--- src/core/spi_status_regs.svh ---
// Register offsets, field positions and reset values of the serial master
// Contract
// - Foreign select mid-transfer sets collision bit six
// - Status read returns, then clears collision
// - Bit four shows receive FIFO full
// - Bit three shows receive FIFO not empty
// - Bit two shows transmit FIFO empty
// - Bit one shows transmit FIFO not full
// - Bit zero shows transfer in progress
// - Mask register readable, writable, gates all sources
// - Mask zero blocks, one passes interrupt
// - Transmit empty interrupt when level at or below threshold
// - Receive full interrupt when level above threshold
`ifndef SPI_STATUS_REGS_SVH
`define SPI_STATUS_REGS_SVH
`define OFS_CTRL 8'h00
`define OFS_TXTHR 8'h18
`define OFS_RXTHR 8'h1c
`define OFS_TXLVL 8'h20
`define OFS_RXLVL 8'h24
`define OFS_STAT 8'h28
`define OFS_MASK 8'h2c
`define OFS_ISR 8'h30
`define OFS_DATA 8'h60
`define CTRL_EN 0
`define ST_BUSY 0
`define ST_TNF 1
`define ST_TFE 2
`define ST_RNE 3
`define ST_RFF 4
`define ST_COL 6
`define IRQ_TXE 0
`define IRQ_RXF 1
`define IRQ_COL 2
`define IRQ_W 3
`define CNT_W 4
`define DAT_W 8
`define MASK_RST 3'h0
`define THR_RST 4'h0
`define BIT_LAST 3'h7
`endif

--- src/core/spi_pkg.sv ---
// Types shared by the serial master files
package spi_pkg;
  typedef enum logic [1:0] {
    ST_IDLE = 2'h0,
    ST_LOAD = 2'h1,
    ST_SHIFT = 2'h3,
    ST_STOP = 2'h2
  } xfer_state_t;
endpackage

--- src/core/spi_fifo_mem.sv ---
// Small FIFO with registered show-ahead head word
`timescale 1ns/1ps
`default_nettype none
module spi_fifo_mem #(
  parameter int WIDTH = 8,
  parameter int DEPTH = 8
) (
  // Clock and reset
  input wire logic clk_i,
  input wire logic resetn_i,
  // Fill side
  input wire logic push_i,
  input wire logic [WIDTH-1:0] wdata_i,
  // Drain side
  input wire logic pop_i,
  output logic [WIDTH-1:0] head_o,
  // Occupancy
  output logic [3:0] count_o
);
  localparam int AW = (DEPTH > 1) ? $clog2(DEPTH) : 1;
  localparam logic [3:0] DEPTH_L = 4'(DEPTH);
  localparam logic [AW-1:0] LAST = AW'(DEPTH - 1);

  if (DEPTH < 2 || DEPTH > 15)
    $error("spi_fifo_mem: DEPTH must be 2..15");

  logic [WIDTH-1:0] mem_ff [DEPTH];
  logic [AW-1:0] wptr_ff;
  logic [AW-1:0] rptr_ff;
  logic [3:0] count_ff;
  logic [WIDTH-1:0] head_ff;

  wire do_push = push_i && (count_ff != DEPTH_L);
  wire do_pop = pop_i && (count_ff != 4'h0);
  wire [AW-1:0] nxt_wptr = (wptr_ff == LAST) ? '0 : wptr_ff + 1'b1;
  wire [AW-1:0] rptr_inc = (rptr_ff == LAST) ? '0 : rptr_ff + 1'b1;
  wire [AW-1:0] nxt_rptr = do_pop ? rptr_inc : rptr_ff;
  wire [3:0] nxt_count = count_ff + {3'h0, do_push} - {3'h0, do_pop};
  // Bypass keeps the head valid when the written slot is the next head
  wire [WIDTH-1:0] nxt_head = (do_push && wptr_ff == nxt_rptr) ?
                              wdata_i : mem_ff[nxt_rptr];

  always_ff @(posedge clk_i) begin
    if (do_push) begin
      mem_ff[wptr_ff] <= wdata_i;
    end
  end

  always_ff @(posedge clk_i) begin
    if (!resetn_i) begin
      wptr_ff <= '0;
      rptr_ff <= '0;
      count_ff <= 4'h0;
      head_ff <= '0;
    end else begin
      wptr_ff <= do_push ? nxt_wptr : wptr_ff;
      rptr_ff <= nxt_rptr;
      count_ff <= nxt_count;
      head_ff <= nxt_head;
    end
  end

  assign head_o = head_ff;
  assign count_o = count_ff;
endmodule
`default_nettype wire

--- src/core/spi_status_irq.sv ---
// Serial master with status flags, interrupt mask and sticky interrupts
//
// Design decision made here: strobed register access.
`timescale 1ns/1ps
`default_nettype none
`include "spi_status_regs.svh"
module spi_status_irq import spi_pkg::*; #(
  parameter int DEPTH = 8,
  parameter int HALF_DIV = 2
) (
  // Clock and reset
  input wire logic ref_clk_i,
  input wire logic resetn_i,
  // Register port
  input wire logic [7:0] addr_i,
  input wire logic [31:0] wdata_i,
  input wire logic wr_i,
  input wire logic rd_i,
  output logic [31:0] rdata_o,
  // Serial link
  output logic sclk_o,
  output logic mosi_o,
  output logic ss_n_o,
  input wire logic miso_i,
  input wire logic ss_in_n_i,
  // Interrupt
  output logic irq_o
);
  localparam logic [3:0] DEPTH_L = 4'(DEPTH);
  localparam logic [7:0] HALF_L = 8'(HALF_DIV - 1);

  if (DEPTH < 2 || DEPTH > 15)
    $error("spi_status_irq: DEPTH must be 2..15");
  if (HALF_DIV < 1 || HALF_DIV > 256)
    $error("spi_status_irq: HALF_DIV must be 1..256");

  // Pin synchronisers
  logic miso_s1_ff, miso_s2_ff, ssin_s1_ff, ssin_s2_ff;
  always_ff @(posedge ref_clk_i) begin
    if (!resetn_i) begin
      miso_s1_ff <= 1'b0;
      miso_s2_ff <= 1'b0;
      ssin_s1_ff <= 1'b1;
      ssin_s2_ff <= 1'b1;
    end else begin
      miso_s1_ff <= miso_i;
      miso_s2_ff <= miso_s1_ff;
      ssin_s1_ff <= ss_in_n_i;
      ssin_s2_ff <= ssin_s1_ff;
    end
  end

  // Registers
  logic en_ff;
  logic [3:0] tx_thr_ff, rx_thr_ff;
  logic [`IRQ_W-1:0] mask_ff, isr_ff;
  logic col_ff;
  logic irq_ff;
  logic [31:0] rdata_ff;
  xfer_state_t state_ff, nxt_state;
  logic [7:0] div_ff;
  logic sclk_ff, mosi_ff, ss_n_ff;
  logic [2:0] bit_ff;
  logic [`DAT_W-1:0] sh_ff;

  // Decode
  wire sel_ctrl = addr_i == `OFS_CTRL;
  wire sel_txthr = addr_i == `OFS_TXTHR;
  wire sel_rxthr = addr_i == `OFS_RXTHR;
  wire sel_txlvl = addr_i == `OFS_TXLVL;
  wire sel_rxlvl = addr_i == `OFS_RXLVL;
  wire sel_stat = addr_i == `OFS_STAT;
  wire sel_mask = addr_i == `OFS_MASK;
  wire sel_isr = addr_i == `OFS_ISR;
  wire sel_data = addr_i == `OFS_DATA;
  wire rd_stat = rd_i && sel_stat;
  wire rd_isr = rd_i && sel_isr;

  // FIFOs
  wire [3:0] tx_cnt, rx_cnt;
  wire [`DAT_W-1:0] tx_head, rx_head;
  wire tx_push = wr_i && sel_data;
  wire rx_pop = rd_i && sel_data;
  wire tx_pop, rx_push;

  spi_fifo_mem #(.WIDTH(`DAT_W), .DEPTH(DEPTH)) tx_fifo (
    .clk_i(ref_clk_i),
    .resetn_i(resetn_i),
    .push_i(tx_push),
    .wdata_i(wdata_i[`DAT_W-1:0]),
    .pop_i(tx_pop),
    .head_o(tx_head),
    .count_o(tx_cnt)
  );

  spi_fifo_mem #(.WIDTH(`DAT_W), .DEPTH(DEPTH)) rx_fifo (
    .clk_i(ref_clk_i),
    .resetn_i(resetn_i),
    .push_i(rx_push),
    .wdata_i({sh_ff[`DAT_W-2:0], miso_s2_ff}),
    .pop_i(rx_pop),
    .head_o(rx_head),
    .count_o(rx_cnt)
  );

  // Status flags
  wire f_busy = state_ff != ST_IDLE;
  wire f_tnf = tx_cnt != DEPTH_L;
  wire f_tfe = tx_cnt == 4'h0;
  wire f_rne = rx_cnt != 4'h0;
  wire f_rff = rx_cnt == DEPTH_L;
  // Collision only counts while this master is mid-transfer
  wire collide = f_busy && !ssin_s2_ff;
  // Reserved status bits stay zero
  wire [31:0] stat_word = {25'h0, col_ff, 1'b0, f_rff, f_rne, f_tfe,
                           f_tnf, f_busy};

  // Interrupt sources
  wire [`IRQ_W-1:0] irq_src;
  assign irq_src[`IRQ_TXE] = tx_cnt <= tx_thr_ff;
  assign irq_src[`IRQ_RXF] = {1'b0, rx_cnt} >=
                             ({1'b0, rx_thr_ff} + 5'h01);
  assign irq_src[`IRQ_COL] = collide;

  // Set beats the clear-on-read
  wire nxt_col = collide || (col_ff && !rd_stat);
  wire [`IRQ_W-1:0] nxt_isr = irq_src | (rd_isr ? '0 : isr_ff);
  wire [`IRQ_W-1:0] nxt_mask = (wr_i && sel_mask) ?
                               wdata_i[`IRQ_W-1:0] : mask_ff;
  wire nxt_irq = |(nxt_isr & nxt_mask);
  wire thr_ok = wdata_i[3:0] < DEPTH_L;

  // Read mux
  wire [31:0] nxt_rdata =
    !rd_i ? 32'h0 :
    sel_ctrl ? {31'h0, en_ff} :
    sel_txthr ? {28'h0, tx_thr_ff} :
    sel_rxthr ? {28'h0, rx_thr_ff} :
    sel_txlvl ? {28'h0, tx_cnt} :
    sel_rxlvl ? {28'h0, rx_cnt} :
    sel_stat ? stat_word :
    sel_mask ? {29'h0, mask_ff} :
    sel_isr ? {29'h0, isr_ff} :
    sel_data ? {24'h0, rx_head} : 32'h0;

  always_ff @(posedge ref_clk_i) begin
    if (!resetn_i) begin
      en_ff <= 1'b0;
      tx_thr_ff <= `THR_RST;
      rx_thr_ff <= `THR_RST;
      mask_ff <= `MASK_RST;
      isr_ff <= '0;
      col_ff <= 1'b0;
      irq_ff <= 1'b0;
      rdata_ff <= 32'h0;
    end else begin
      en_ff <= (wr_i && sel_ctrl) ? wdata_i[`CTRL_EN] : en_ff;
      tx_thr_ff <= (wr_i && sel_txthr && thr_ok) ? wdata_i[3:0] : tx_thr_ff;
      rx_thr_ff <= (wr_i && sel_rxthr && thr_ok) ? wdata_i[3:0] : rx_thr_ff;
      mask_ff <= nxt_mask;
      isr_ff <= nxt_isr;
      col_ff <= nxt_col;
      irq_ff <= nxt_irq;
      rdata_ff <= nxt_rdata;
    end
  end

  // Serial clock enable
  wire tick = div_ff == HALF_L;
  wire last_bit = bit_ff == `BIT_LAST;
  wire start = en_ff && !f_tfe && ssin_s2_ff;
  assign tx_pop = (state_ff == ST_IDLE) && start;
  assign rx_push = (state_ff == ST_SHIFT) && tick && !sclk_ff && last_bit;

  // Transfer sequencer
  always_comb begin
    nxt_state = state_ff;
    case (state_ff)
      ST_IDLE: begin
        if (start) begin
          nxt_state = ST_LOAD;
        end
      end
      ST_LOAD: begin
        if (tick) begin
          nxt_state = ST_SHIFT;
        end
      end
      ST_SHIFT: begin
        if (tick && sclk_ff && last_bit) begin
          nxt_state = ST_STOP;
        end
      end
      ST_STOP: begin
        if (tick) begin
          nxt_state = ST_IDLE;
        end
      end
      default: begin
        nxt_state = ST_IDLE;
      end
    endcase
    if (collide || !en_ff) begin
      nxt_state = ST_IDLE;
    end
  end

  always_ff @(posedge ref_clk_i) begin
    if (!resetn_i) begin
      state_ff <= ST_IDLE;
      div_ff <= 8'h0;
    end else begin
      state_ff <= nxt_state;
      div_ff <= (tick || state_ff == ST_IDLE) ? 8'h0 : div_ff + 8'h1;
    end
  end

  always_ff @(posedge ref_clk_i) begin
    if (!resetn_i) begin
      sclk_ff <= 1'b0;
      mosi_ff <= 1'b0;
      ss_n_ff <= 1'b1;
      bit_ff <= 3'h0;
      sh_ff <= '0;
    end else if (nxt_state == ST_IDLE) begin
      sclk_ff <= 1'b0;
      ss_n_ff <= 1'b1;
      bit_ff <= 3'h0;
    end else if (tx_pop) begin
      ss_n_ff <= 1'b0;
      sh_ff <= tx_head;
      mosi_ff <= tx_head[`DAT_W-1];
    end else if (state_ff == ST_SHIFT && tick) begin
      sclk_ff <= !sclk_ff;
      if (!sclk_ff) begin
        sh_ff <= {sh_ff[`DAT_W-2:0], miso_s2_ff};
      end else begin
        bit_ff <= bit_ff + 3'h1;
        mosi_ff <= sh_ff[`DAT_W-1];
      end
    end
  end

  assign rdata_o = rdata_ff;
  assign sclk_o = sclk_ff;
  assign mosi_o = mosi_ff;
  assign ss_n_o = ss_n_ff;
  assign irq_o = irq_ff;

  // Checks
  a_col_sets: assert property (@(posedge ref_clk_i) disable iff (!resetn_i)
    collide |=> col_ff)
    else $error("collision flag not set");
  a_col_aborts: assert property (@(posedge ref_clk_i) disable iff (!resetn_i)
    collide |=> (state_ff == ST_IDLE) && ss_n_o ##1 ss_n_o)
    else $error("transfer not halted on collision");
  a_col_read_clear: assert property (@(posedge ref_clk_i) disable iff (!resetn_i)
    (rd_stat && col_ff && !collide) |=> rdata_o[`ST_COL] && !col_ff)
    else $error("collision read did not return then clear");
  a_rx_full_bit: assert property (@(posedge ref_clk_i) disable iff (!resetn_i)
    rd_stat |=> rdata_o[`ST_RFF] == ($past(rx_cnt) == DEPTH_L))
    else $error("rx full bit wrong");
  a_rx_ne_bit: assert property (@(posedge ref_clk_i) disable iff (!resetn_i)
    rd_stat |=> rdata_o[`ST_RNE] == ($past(rx_cnt) != 4'h0))
    else $error("rx not empty bit wrong");
  a_tx_empty_bit: assert property (@(posedge ref_clk_i) disable iff (!resetn_i)
    rd_stat |=> rdata_o[`ST_TFE] == ($past(tx_cnt) == 4'h0))
    else $error("tx empty bit wrong");
  a_tx_nf_bit: assert property (@(posedge ref_clk_i) disable iff (!resetn_i)
    rd_stat |=> rdata_o[`ST_TNF] == ($past(tx_cnt) != DEPTH_L))
    else $error("tx not full bit wrong");
  a_busy_bit: assert property (@(posedge ref_clk_i) disable iff (!resetn_i)
    tx_pop |=> ##1 !(rd_stat) or (rd_stat |=> rdata_o[`ST_BUSY]))
    else $error("busy bit wrong");
  a_mask_write: assert property (@(posedge ref_clk_i) disable iff (!resetn_i)
    (wr_i && sel_mask) ##1 (rd_i && sel_mask) |=>
      rdata_o[`IRQ_W-1:0] == $past(wdata_i[`IRQ_W-1:0], 2))
    else $error("mask readback wrong");
  a_irq_gate: assert property (@(posedge ref_clk_i) disable iff (!resetn_i)
    irq_o == |(isr_ff & mask_ff))
    else $error("interrupt not gated by mask");
  a_tx_thr_irq: assert property (@(posedge ref_clk_i) disable iff (!resetn_i)
    (tx_cnt <= tx_thr_ff) |=> isr_ff[`IRQ_TXE])
    else $error("tx threshold interrupt missing");
  a_rx_thr_irq: assert property (@(posedge ref_clk_i) disable iff (!resetn_i)
    (rx_cnt > rx_thr_ff) |=> isr_ff[`IRQ_RXF])
    else $error("rx threshold interrupt missing");
  a_reserved_zero: assert property (@(posedge ref_clk_i) disable iff (!resetn_i)
    rd_stat |=> rdata_o[31:7] == 25'h0 && !rdata_o[5])
    else $error("reserved status bits not zero");
endmodule
`default_nettype wire

--- config.mk ---
export PLATFORM = sky130hd
export DESIGN_NAME = spi_status_irq
export DESIGN_NICKNAME = d
export VERILOG_FILES = /design/src/core/spi_pkg.sv /design/src/core/spi_fifo_mem.sv /design/src/core/spi_status_irq.sv
export VERILOG_INCLUDE_DIRS = /design/src /design/src/core
export SDC_FILE = /design/constraint.sdc
export NUM_CORES = 1
export LEC_CHECK = 0
export BUFFER_PORTS_ARGS = -buffer_cell sky130_fd_sc_hd__buf_4
export CAP_MARGIN = 20
export CORE_AREA = 2 2 170 172
export DETAILED_ROUTE_END_ITERATION = 7
export DIE_AREA = 0 0 172 174
export PLACE_DENSITY = 0.65
export SYNTH_ARGS = -nofsm -noshare
export SYNTH_HDL_FRONTEND = slang
export SYNTH_HIERARCHICAL = 1
export SYNTH_SLANG_ARGS = --single-unit
--- constraint.sdc ---
create_clock -name ref_clk_i -period 3.4 [get_ports ref_clk_i]
set_input_delay 0.68 -clock ref_clk_i [delete_from_list [all_inputs] [get_ports ref_clk_i]]
set_output_delay 0.68 -clock ref_clk_i [all_outputs]
set_load 0.005 [all_outputs]
==> After elaboration in Yosys (flattened, before gate mapping) <==
Memory sizes are Yosys's and may differ from the RTL's. A register that Yosys moved wholly into a read port is not among the register bits.
Index checks and enable logic that the tools add are counted.
{ "totals": {"ff_bits": 97, "ram_bits": 128, "inputBits": 46, "n_memories": 2} }
{ "memory_table": {"columns": ["name", "words", "width", "read_ports", "rd_ports_with_merged_regs", "write_ports", "line", "rtl"], "rows": [
  ["rx_fifo.mem_ff", 8, 8, 1, 1, 1, "spi_fifo_mem.sv:27", "logic [WIDTH-1:0] mem_ff [DEPTH];"],
  ["tx_fifo.mem_ff", 8, 8, 1, 1, 1, "spi_fifo_mem.sv:27", null]
]} }
{ "classes": {"add_sub_neg": 11, "magnitude_cmp": 3, "n_eq_ne": 21, "muxes": 33, "bitwise_logic": 7, "n_reduce_logical": 55} }
{ "op_table": {"columns": ["op", "count"], "rows": [
  ["$eq A8 B6 Y1 const B", 5],
  ["$mux W7", 4],
  ["$logic_and A1 B1 Y1", 24],
  ["$mux W3", 8],
  ["$mux W8", 3],
  ["$eq A8 B5 Y1 const B", 2],
  ["$mux W4", 4],
  ["$add A3 B1 Y3 const B", 5],
  ["$eq A3 B3 Y1 const B", 5],
  ["$reduce_or A11 Y1", 1],
  ["$mux W2", 5],
  ["$reduce_or A10 Y1", 1],
  ["$reduce_and A3 Y1", 3],
  ["$add A4 B1 Y4", 2],
  ["$add A8 B1 Y8 const B", 1],
  ["$eq A8 B1 Y1 const B", 1],
  ["$eq A8 B7 Y1 const B", 1],
  ["$logic_not A8 Y1", 1],
  ["$mux W1", 8],
  ["$ne A4 B4 Y1 const B", 2],
  ["$pmux W2 S4", 1],
  ["$reduce_bool A4 Y1", 2],
  ["$sub A4 B1 Y4", 2],
  ["$logic_not A1 Y1", 7],
  ["19 further kinds", 32]
]} }

==> Logic depth before layout (Yosys ltp) <==
Gate-level depths: netlist (run 1).
{ "logic_depth": {"depth_word": 10, "mapped_depth": 15, "depth_no_buf": 14} }

==> By module <==
The synthesis (run 1) kept the hierarchy.
{ "modules_own_cells": {"columns": ["mod", "instances", "cells_each", "area_per_inst_um2", "seq_area_each_um2"], "rows": [
  ["spi_fifo_mem", 2, 251, 3622.2, 2282.2],
  ["spi_status_irq", 1, 344, 2987.9, 1061.0]
]} }

==> Least setup slack after synthesis (run 1) <==
OpenSTA, ideal clock, no wires.
{ "synth_path": {"kind": "input to register", "start": "in addr_i[3]", "end": "reg tx_fifo.count_ff[2], in the netlist tx_fifo/count_o[2]", "setup_ns": 0.115, "t_arrival_ns": 3.202, "required_time_ns": 3.285, "setup_slack_ns": 0.083, "stages": 14, "path_buffers": 3, "path_cell_list": "buf_4 -> nor4_2 -> and3_1 -> clkbuf_1 -> and2_1 -> and2_1 -> inv_1 -> clkbuf_1 -> ha_1 -> inv_1 -> ha_1 -> fa_1 -> xor2_1 -> and2_1"} }
{ "synth_via": {"elab_chain_len": 5} }
{ "synth_rtl": {"columns": ["element", "line", "rtl"], "rows": [
  ["from (decl)", "spi_status_irq.sv:15", "input wire logic [7:0] addr_i,"],
  ["$eq A8 B7 Y1 (no source line)", null, null],
  ["$logic_and A1 B1 Y1", "spi_status_irq.sv:82", "wire tx_push = wr_i && sel_data;"],
  ["net tx_push", "spi_status_irq.sv:82", null],
  ["$logic_and A1 B1 Y1", "spi_fifo_mem.sv:33", "wire do_push = push_i && (count_ff != DEPTH_L);"],
  ["$add A4 B1 Y4", "spi_fifo_mem.sv:38", "wire [3:0] nxt_count = count_ff + {3'h0, do_push} - {3'h0, do_pop};"],
  ["$sub A4 B1 Y4", "spi_fifo_mem.sv:38", null],
  ["to (signal assigned)", "spi_fifo_mem.sv:58", "count_ff <= nxt_count;"],
  ["to (decl)", "spi_fifo_mem.sv:30", "logic [3:0] count_ff;"]
]} }
The timed path passes the listed nets, and every way through them passes these cells.
A chain may end at the register's enable or synchronous reset.

==> Worst setup path in the final report (run 1) <==
{ "layout_path": {"start": "reg tx_fifo.count_ff[3], in the netlist tx_fifo/count_o[3]", "end": "reg tx_fifo.head_ff[2], in the netlist tx_fifo/head_o[2] (read register of tx_fifo.mem_ff)"} }
{ "layout_via": {"elab_chain_len": 7} }
{ "layout_rtl": {"columns": ["element", "line", "rtl"], "rows": [
  ["$logic_not A4 Y1", "spi_status_irq.sv:109", "wire f_tfe = tx_cnt == 4'h0;"],
  ["$logic_not A1 Y1", "spi_status_irq.sv:171", "wire start = en_ff && !f_tfe && ssin_s2_ff;"],
  ["$logic_and A1 B1 Y1 (2 in a row)", "spi_status_irq.sv:171", null],
  ["$logic_and A1 B1 Y1", "spi_status_irq.sv:172", "assign tx_pop = (state_ff == ST_IDLE) && start;"],
  ["net tx_pop", "spi_status_irq.sv:84", "wire tx_pop, rx_push;"],
  ["$logic_and A1 B1 Y1", "spi_fifo_mem.sv:34", "wire do_pop = pop_i && (count_ff != 4'h0);"],
  ["$mux W3", "spi_fifo_mem.sv:37", "wire [AW-1:0] nxt_rptr = do_pop ? rptr_inc : rptr_ff;"],
  ["to (decl)", "spi_fifo_mem.sv:31", "logic [WIDTH-1:0] head_ff;"]
]} }
The timed path passes the listed nets, and every way through them passes these cells.

==> impl_metrics.tcl, run 1 <==
set metrics [dict create \
    synthCells 846 \
    grt_pass1_wl_um 34000 \
    drtAntennaViolNets 0 \
    io_pins 82 \
    end_kind "flip-flop" \
    start_util 0.362 \
    hpwl_um 14300 \
    ys.warnings.count 6 \
    antennaDiodeCount 0 \
    final_common_cell "edfxtp_1" \
    tightest_slew_ns 0.944 \
    grt_pass1_vias 6407 \
    max_freq_mhz 314 \
    leakagePower_nw 4.10 \
    cp.arrival_ns 3.62 \
    cts.sinks 217 \
    cts_buffers 23 \
    synth_area_per_cell_sq_um 12.1 \
    setup_viol 0 \
    async_flop_share 0 \
    port_buffers 33 \
    finalNetCount 984 \
    clk_latency_ns 0.50 \
    fillers 2690 \
    drc 0 \
    status "finished, final reports clean" \
    drive_above_1_share 0.196 \
    place_congestion 0.855 \
    vias 6692 \
    yosysSeqAreaShare 0.550 \
    dr.pass1.iters 5 \
    rsz0062_at_grt "false" \
    ctsResizeCount 0 \
    routed_wl_um 21200 \
    drt_iter0_drc 539 \
    synth_seq_cells 217 \
    synthesis.area_sq_um 10200 \
    antenna_found_initial 0 \
    final_cell_mix "edfxtp_1, dfxtp_1, buf_4, nand2_1, nor2_1" \
    fin_util 0.413 \
    grt-ovfl-total 0 \
    die_w_um 172 \
    cts_root_buf "clkbuf_16" \
    cts_setup_buffers 0 \
    syn_to_final_growth_pct 14.0 \
    core_sq_um 28200 \
    vdd_drop_max_mv 0.351 \
    clock_path_buffers 3 \
    timing.final.crit_share 0.935 \
    crit_required_ns 3.84 \
    ctsHoldBuffers 0 \
    cp_max_fo 33 \
    clk_pin_slew_ns 0.06 \
    finalCriticalPeriod_ns 3.18 \
    synth_cell_types 76 \
    detail_route.vias_per_cell 5.14 \
    yosysTopAreaCell "edfxtp_1" \
    dp_cells 1262 \
    grt_max_degree 52 \
    ys_top_cells_by_area "edfxtp_1, dfxtp_1, ha_1" \
    fp.dieArea_sq_um 29900 \
    grt_use_total 0.141 \
    std_cell_rows 62 \
    slew_viol_final 0 \
    cp-start-kind "flip-flop" \
    cts_tree "yes" \
    fin_cells 1303 \
    wire_per_inst_um 16.3 \
    critPathKind "reg2reg" \
    die_y_um 174 \
    fin_tns_setup_ns 0 \
    cts.htree.levels 1 \
    relSlewSlack 0.368 \
    hold_class "in2reg" \
    yosysTopAreaCellShare 0.376 \
    fin_skew_ns 0.00883 \
    drv_cap 0 \
    hold_viol 0 \
    synth_edf_count 128 \
    power.density_nw_per_um2 457 \
    synthFlopType "edfxtp_1" \
]
worst max-delay path, cell delays in order (launching register included):
cell and delay (ns):
dfxtp_1 0.37, nor4_1 0.30, buf_4 0.20, or4_1 0.20, clkinv_1 0.22, inv_1 0.18
nor4_4 0.08, nor2_4 0.69, mux2i_1 0.21, mux4_2 0.51, a21oi_2 0.14
registers in the layout, indices dropped and copies added, names as in the netlist, 2 cells and up:
name	cells
div_ff	8
sh_ff	8
state_ff	2
tx_thr_ff	4
rx_fifo/count_o	4
bit_ff	3
tx_fifo/head_o	8
rdata_o	8
rx_fifo/head_o	8
mask_ff	3
rx_fifo/wptr_ff	3
tx_fifo/count_o	4
rx_thr_ff	4
rx_fifo/rptr_ff	3
isr_ff	3
tx_fifo/mem_ff	64
rx_fifo/mem_ff	64
tx_fifo/wptr_ff	3
tx_fifo/rptr_ff	3
final timing paths:
kind	start	endpoint	slack, ns	cells past startpoint
min reg2reg	ssin_s1_ff	ssin_s2_ff	0.43	1
max reg2reg	tx_fifo/count_o[3]	tx_fifo/head_o[2]	0.22	10
max	tx_fifo/count_o[3]	tx_fifo/head_o[2]	0.22	10
min	ss_in_n_i	ssin_s1_ff	0.36	2
cells in the mapped netlist (5+ instances only):
cell type,count
nor3_1,20
nand2_1,60
clkbuf_1,20
a31oi_1,6
o31ai_1,17
or3_1,5
buf_6,8
nor2_1,56
and2_1,18
a21o_1,7
inv_1,27
ha_1,33
and3_1,6
nand3_1,38
a22oi_1,6
nor2b_1,10
buf_2,5
mux2_2,29
xnor2_1,7
a21oi_1,28
dfxtp_1,89
a221o_1,14
mux2i_1,35
a311oi_1,7
nand2b_1,10
a41oi_2,14
a21boi_0,7
buf_4,32
edfxtp_1,128
o21ai_0,10
xor2_1,9
per-layer routing:
metal,track usage,vias to the layer above,share of wire
li1,-,3220,-
met4,0.0280,0,0.016
met3,0.0212,31,0.048
met1,0.193,3272,0.45
met2,0.239,169,0.49
met5,0,-,0
cell families after synthesis:
kind of cell,Yosys count,synth area share
DFF,217,0.550
AOI/OAI and AO/OA,149,0.122
adders and majority gates,35,0.0443
and+or+nand+nor,269,0.147
other,1,0.000366
buffers and inverters,93,0.0523
xor gates and xnor gates,16,0.0137
muxes,66,0.0706
stage by stage:
| stage | area (sq um) | hold slack [ns] | power [mW] | setup WS, ns |
|---|---|---|---|---|
| floorplan | 10300 | 0.386 | 2.95 | 0.0830 |
| global placement | 10900 | 0.421 | 3.00 | 0.256 |
| detailed placement | 10900 | 0.419 | 3.00 | 0.252 |
| CTS | 11700 | 0.340 | 5.39 | 0.228 |
| global route | 11700 | 0.371 | 5.50 | 0.0226 |
| finish | 11700 | 0.356 | 5.34 | 0.220 |
power by group:
group / internal [mW] / switching (mW) / total (mW)
combinational: 0.0559 / 0.101 / 0.157
sequential: 2.78 / 0.00756 / 2.79
clock: 1.40 / 0.992 / 2.39
cell type report:
| type | instances | area, sq um | area share |
|---|---|---|---|
| sequential | 217 | 5630 | 0.482 |
| multi-input combinational | 559 | 4160 | 0.356 |
| clock buffer | 29 | 598 | 0.0513 |
| timing repair buffer | 74 | 581 | 0.0498 |
| tap | 384 | 480 | 0.0412 |
| clock inverter | 12 | 120 | 0.0103 |
| inverter | 28 | 105 | 0.00901 |
(Power assumes the default switching activity.)
==> run 2: changes to the inputs <==
--- a/config.mk
+++ b/config.mk
@@ -7,12 +7,10 @@
 export NUM_CORES = 1
 export LEC_CHECK = 0
 export BUFFER_PORTS_ARGS = -buffer_cell sky130_fd_sc_hd__buf_4
-export CAP_MARGIN = 20
-export CORE_AREA = 2 2 170 172
+export CORE_AREA = 2 2 168 170
 export DETAILED_ROUTE_END_ITERATION = 7
-export DIE_AREA = 0 0 172 174
+export DIE_AREA = 0 0 170 172
 export PLACE_DENSITY = 0.65
 export SYNTH_ARGS = -nofsm -noshare
 export SYNTH_HDL_FRONTEND = slang
-export SYNTH_HIERARCHICAL = 1
 export SYNTH_SLANG_ARGS = --single-unit
==> run 2 against run 1 <==
Against the previous run:
- highest routed layer unchanged
- sequential share of layout area rose by 0.54 points
- final cell count shrank 5.0%
- worst hold slack worse by 0.025 ns
- critical path type unchanged
- synthesized cell count fell by 3.3%
==> impl_metrics.tcl, run 2 <==
set metrics [dict create \
    vias 6556 \
    synthFlopType "edfxtp_1" \
    ys.warnings.count 0 \
    tightest_slew_ns 0.875 \
    max_freq_mhz 327 \
    fin_ws_ns 0.343 \
    drv_cap 0 \
    yosysTopAreaCellShare 0.382 \
    core_sq_um 27500 \
    synthTopCellsByCount "edfxtp_1, dfxtp_1, nand2_1, nor2_1, a21oi_1" \
    async_flop_share 0 \
    status "finished, final reports clean" \
    cp-start-kind "flip-flop" \
    cts_buffers 23 \
    vdd_drop_max_mv 0.324 \
    grt_pass1_vias 6380 \
    ys_top_cells_by_area "edfxtp_1, dfxtp_1, ha_1" \
    timing.rr.start "div_ff[0]" \
    drtAntennaViolNets 0 \
    place_congestion 0.833 \
    die_y_um 172 \
    die_w_um 170 \
    timing.final.crit_share 0.899 \
    port_buffers 33 \
    cp.arrival_ns 3.28 \
    clock_path_buffers 3 \
    drive_above_1_share 0.189 \
    final_common_cell "edfxtp_1" \
    cts.sinks 217 \
    clk_pin_slew_ns 0.06 \
    ff2ff_setup_slack_ns 0.34 \
    dr.pass1.iters 5 \
    finalCriticalPeriod_ns 3.06 \
    yosysMostFrequentCell "edfxtp_1" \
    wire_per_inst_um 17.4 \
    drt_iter0_drc 625 \
    io_pins 82 \
    antenna_found_initial 0 \
    hold_viol 0 \
    drc 0 \
    grt_use_total 0.150 \
    dp_slack_ns 0.214 \
    cts_setup_buffers 0 \
    rsz0062_at_grt "false" \
    finalNetCount 956 \
    hold_depth 2 \
    hpwl_um 14700 \
    start_util 0.366 \
    synth_area_per_cell_sq_um 12.3 \
    cts_tree "yes" \
    hold_path.startpoint "ss_in_n_i" \
    grt_pass1_wl_um 34600 \
    synthCells 818 \
    yosysSeqAreaShare 0.559 \
    std_cell_rows 61 \
    cts.htree.levels 1 \
    crit_required_ns 3.62 \
    slew_viol_final 0 \
    grt_max_degree 41 \
    top_regs "rx_fifo.mem_ff x64, tx_fifo.mem_ff x64" \
    grt-ovfl-total 0 \
    clk_latency_ns 0.53 \
    cp_max_fo 9 \
    syn_to_final_growth_pct 14.6 \
    total_power_mw 5.45 \
    synthesis.area_sq_um 10100 \
    critPathKind "reg2reg" \
    yosysTopAreaCell "edfxtp_1" \
    fin_tns_setup_ns 0 \
    r2r_cells 8 \
    final_cell_mix "edfxtp_1, dfxtp_1, buf_4, nand2_1, nor2_1" \
    fin_skew_ns 0.0208 \
    ctsHoldBuffers 0 \
    hold_slack_ns 0.331 \
    ctsResizeCount 0 \
    fp.dieArea_sq_um 29200 \
    min_to "ssin_s1_ff" \
    end_kind "flip-flop" \
    synth_cell_types 80 \
    detail_route.vias_per_cell 5.30 \
    synth_seq_cells 217 \
    rr_endpoint "rx_fifo.mem_ff[1][5]" \
    power.density_nw_per_um2 472 \
    synth_edf_count 128 \
    setup_viol 0 \
    antennaDiodeCount 0 \
    cts_root_buf "clkbuf_16" \
    leakagePower_nw 4.39 \
    hold_class "in2reg" \
    routed_wl_um 21500 \
    relSlewSlack 0.400 \
]
==> run 2: changes by cell type after synthesis, sizes merged, moves of 11 or more <==
cell	change
nor2	-19
a221o	-14
nor2b	+13
a41oi	-12
mux4	+12
buf	-11
==> run 2: worst max-delay path, stage by stage (launching register included) <==
cell and delay, ns:
dfxtp_1 0.41, ha_1 0.17, nor3b_1 0.38, and2_1 0.36, nand4_2 0.31, inv_1 0.26, nand2_1 0.17, nor3_1 0.44
buf_4 0.26
==> run 2: logic make-up (layout without fill, tap and decap cells) <==
group                    Yosys count  count (layout)  synth area share
AND/OR/NAND/NOR                  248             248             0.138
XOR/XNOR                          16              16            0.0139
adder cells (fa/ha/maj)           35              35            0.0450
buffers and inverters             85             136            0.0439
other                              1              24          0.000373
flip-flops                       217             217             0.559
multiplexers                      75              75            0.0995
AO/OA/AOI/OAI                    141             141             0.101
==> run 2: layer usage <==
layer / global-route usage / share of wire
met1: 0.200 / 0.45
met2: 0.253 / 0.47
met3: 0.0217 / 0.055
met4: 0.0479 / 0.028
met5: 0 / 0
==> run 2: cell type report <==
cell class	instances	area [sq um]
fillers	2563	15900
flip-flops and latches	217	5630
multi-input cells	539	4090
clock buffers	37	693
repair buffers	63	485
well taps	346	433
inverters	31	120
clock inverters	5	90.1
==> run 2: per-stage QoR <==
step | cell area, sq um | instances | utilization
after global routing | 11500 | 1238 | 0.420
after CTS | 11500 | 1238 | 0.420
after floorplan | 10200 | 841 | -
after global placement | 10800 | 1196 | 0.391
after detailed placement | 10800 | 1196 | 0.391
final | 11500 | 1238 | 0.420
==> run 2: worst max-delay path by stage <==
stage,to,depth (start not counted),slack [ns],from
3_5_place_dp,rx_fifo.head_o[2],8,0.21,addr_i[4]
5_1_grt,rx_fifo.mem_ff[1][5],8,0.15,div_ff[0]
4_1_cts,rx_fifo.mem_ff[1][5],8,0.36,div_ff[0]
6_report,rx_fifo.mem_ff[1][5],8,0.34,div_ff[0]
2_1_floorplan,tx_fifo.mem_ff[0][0],7,0.65,addr_i[6]
3_3_place_gp,rx_fifo.head_o[6],8,0.22,addr_i[4]
==> run 2: power breakdown <==
part | internal (mW) | leakage (nW) | switching (mW) | total [mW]
Sequential | 2.77 | 2.03 | 0.00457 | 2.78
Combinational | 0.0384 | 1.97 | 0.0684 | 0.107
Clock | 1.56 | 0.384 | 1.01 | 2.57
==> run 3: changes to the inputs <==
--- a/config.mk
+++ b/config.mk
@@ -10,7 +10,7 @@
 export CORE_AREA = 2 2 168 170
 export DETAILED_ROUTE_END_ITERATION = 7
 export DIE_AREA = 0 0 170 172
-export PLACE_DENSITY = 0.65
+export PLACE_DENSITY_LB_ADDON = 0.05
 export SYNTH_ARGS = -nofsm -noshare
 export SYNTH_HDL_FRONTEND = slang
 export SYNTH_SLANG_ARGS = --single-unit
==> run 3 against run 2 <==
Against the previous run:
- clock power increased by 5%
- global-route usage increased by 2.1 points
- worst setup slack improved by 0.20 ns
- clock-buffer cell count increased by 1
- combinational power about the same
- fmax increased by 7.1%
- non-clock buffer count increased by 3
- critical path depth unchanged
- final cell count increased by 0.73%
- clock skew decreased by 0.012 ns
==> impl_metrics.tcl, run 3 (same netlist as run 2, synthesis figures left out) <==
set metrics [dict create \
    timing.final.crit_share 0.840 \
    tightest_slew_ns 0.933 \
    end_kind "flip-flop" \
    final_area_sq_um 11600 \
    core_sq_um 27500 \
    clock_path_buffers 3 \
    top_regs "rx_fifo.mem_ff x64, tx_fifo.mem_ff x64" \
    cts_tree "yes" \
    grt_use_total 0.171 \
    routed_wl_um 24200 \
    fin_tns_setup_ns 0 \
    power.density_nw_per_um2 481 \
    dp_slack_ns 0.273 \
    fp.dieArea_sq_um 29200 \
    io_pins 82 \
    rsz0062_at_grt "false" \
    fin_ws_ns 0.545 \
    drtAntennaViolNets 0 \
    std_cell_rows 61 \
    timing.rr.start "div_ff[0]" \
    dp_cells 1199 \
    cts_setup_buffers 0 \
    cts.htree.levels 1 \
    ctsResizeCount 0 \
    place_congestion 0.848 \
    ctsHoldBuffers 0 \
    drt_iter0_drc 459 \
    drc 0 \
    port_buffers 33 \
    cp_max_fo 9 \
    finalCriticalPeriod_ns 2.85 \
    setup_viol 0 \
    fin_skew_ns 0.00908 \
    cts.sinks 217 \
    hold_viol 0 \
    slew_viol_final 0 \
    detail_route.vias_per_cell 5.20 \
    vdd_drop_max_mv 0.311 \
    crit_required_ns 3.63 \
    antenna_found_initial 0 \
    final_common_cell "edfxtp_1" \
    slowest_stage "dfxtp_1" \
    die_w_um 170 \
    vias 6484 \
    drv_cap 0 \
    grt_pass1_wl_um 38500 \
    critPathKind "reg2reg" \
    grt_pass1_vias 6658 \
    cp_cell_sequence "ha_1 -> nor3b_1 -> and2_1 -> nand4_2 -> inv_1 -> nand2_1 -> nor3_1 -> buf_4" \
    start_util 0.366 \
    antennaDiodeCount 0 \
    placed_cell_area_sq_um 10800 \
    wire_per_inst_um 19.4 \
    fin_cells 1247 \
    die_y_um 172 \
    crit_family "simple AND/OR/NAND/NOR gates" \
    status "finished, final reports clean" \
    hold_path.startpoint "ss_in_n_i" \
    clk_latency_ns 0.53 \
    hold_class "in2reg" \
    dr.pass1.iters 5 \
    relSlewSlack 0.360 \
    final_cell_mix "edfxtp_1, dfxtp_1, buf_4, nand2_1, nor2_1" \
    cts_buffers 26 \
    hpwl_um 17000 \
    cts_root_buf "clkbuf_16" \
    cp.arrival_ns 3.09 \
    max_freq_mhz 350 \
    grt_max_degree 47 \
    finalNetCount 962 \
    leakagePower_nw 4.44 \
    grt-ovfl-total 0 \
    cp_slowest_stage_delay_ns 0.41 \
    worst-path-buf-inv 2 \
    cp-start-kind "flip-flop" \
    clk_pin_slew_ns 0.06 \
    syn_to_final_growth_pct 15.5 \
    drive_above_1_share 0.196 \
    total_power_mw 5.59 \
    startpoint "div_ff[0]" \
]
run 3: cell count changes in the layout (fill, tap and decap cells not counted), moves of 2 or more:
| cell | before | now |
|---|---|---|
| clkinv_2 | 3 | 6 |
| buf_4 | 62 | 64 |
| clkbuf_16 | 24 | 26 |
| clkbuf_8 | 4 | 2 |
run 3: cell type report:
class | instances | area (sq um)
Fill cell | 2575 | 15900
Tap cell | 346 | 433
Clock buffer | 38 | 723
Multi-Input combinational cell | 539 | 4080
Inverter | 31 | 120
Clock inverter | 10 | 118
Timing Repair Buffer | 66 | 520
Sequential cell | 217 | 5630
run 3: report_power, final:
| part | switching [mW] | total [mW] | internal (mW) |
|---|---|---|---|
| logic | 0.0701 | 0.109 | 0.0384 |
| clock network | 1.08 | 2.71 | 1.63 |
| registers | 0.00478 | 2.78 | 2.77 |
| total | 1.15 | 5.59 | 4.44 |
run 3: path summary, 6_finish.rpt:
kind / end / cells past startpoint / slack [ns]
setup / recovery: rx_fifo.mem_ff[1][6] / 8 / 0.55
hold / removal: ssin_s1_ff / 2 / 0.34
setup reg to reg: rx_fifo.mem_ff[1][6] / 8 / 0.55
hold reg to reg: ssin_s2_ff / 1 / 0.42
run 3: per-stage QoR:
step,utilization,hold WS [ns]
5_1_grt,0.423,0.354
3_5_place_dp,0.392,0.412
2_1_floorplan,-,0.386
4_1_cts,0.423,0.315
6_report,0.423,0.340
3_3_place_gp,0.392,0.423
run 3: layer usage:
layer | track usage | share of wire
met1 | 0.230 | 0.46
met2 | 0.295 | 0.48
met3 | 0.0236 | 0.036
met4 | 0.0412 | 0.018
met5 | 0 | 0
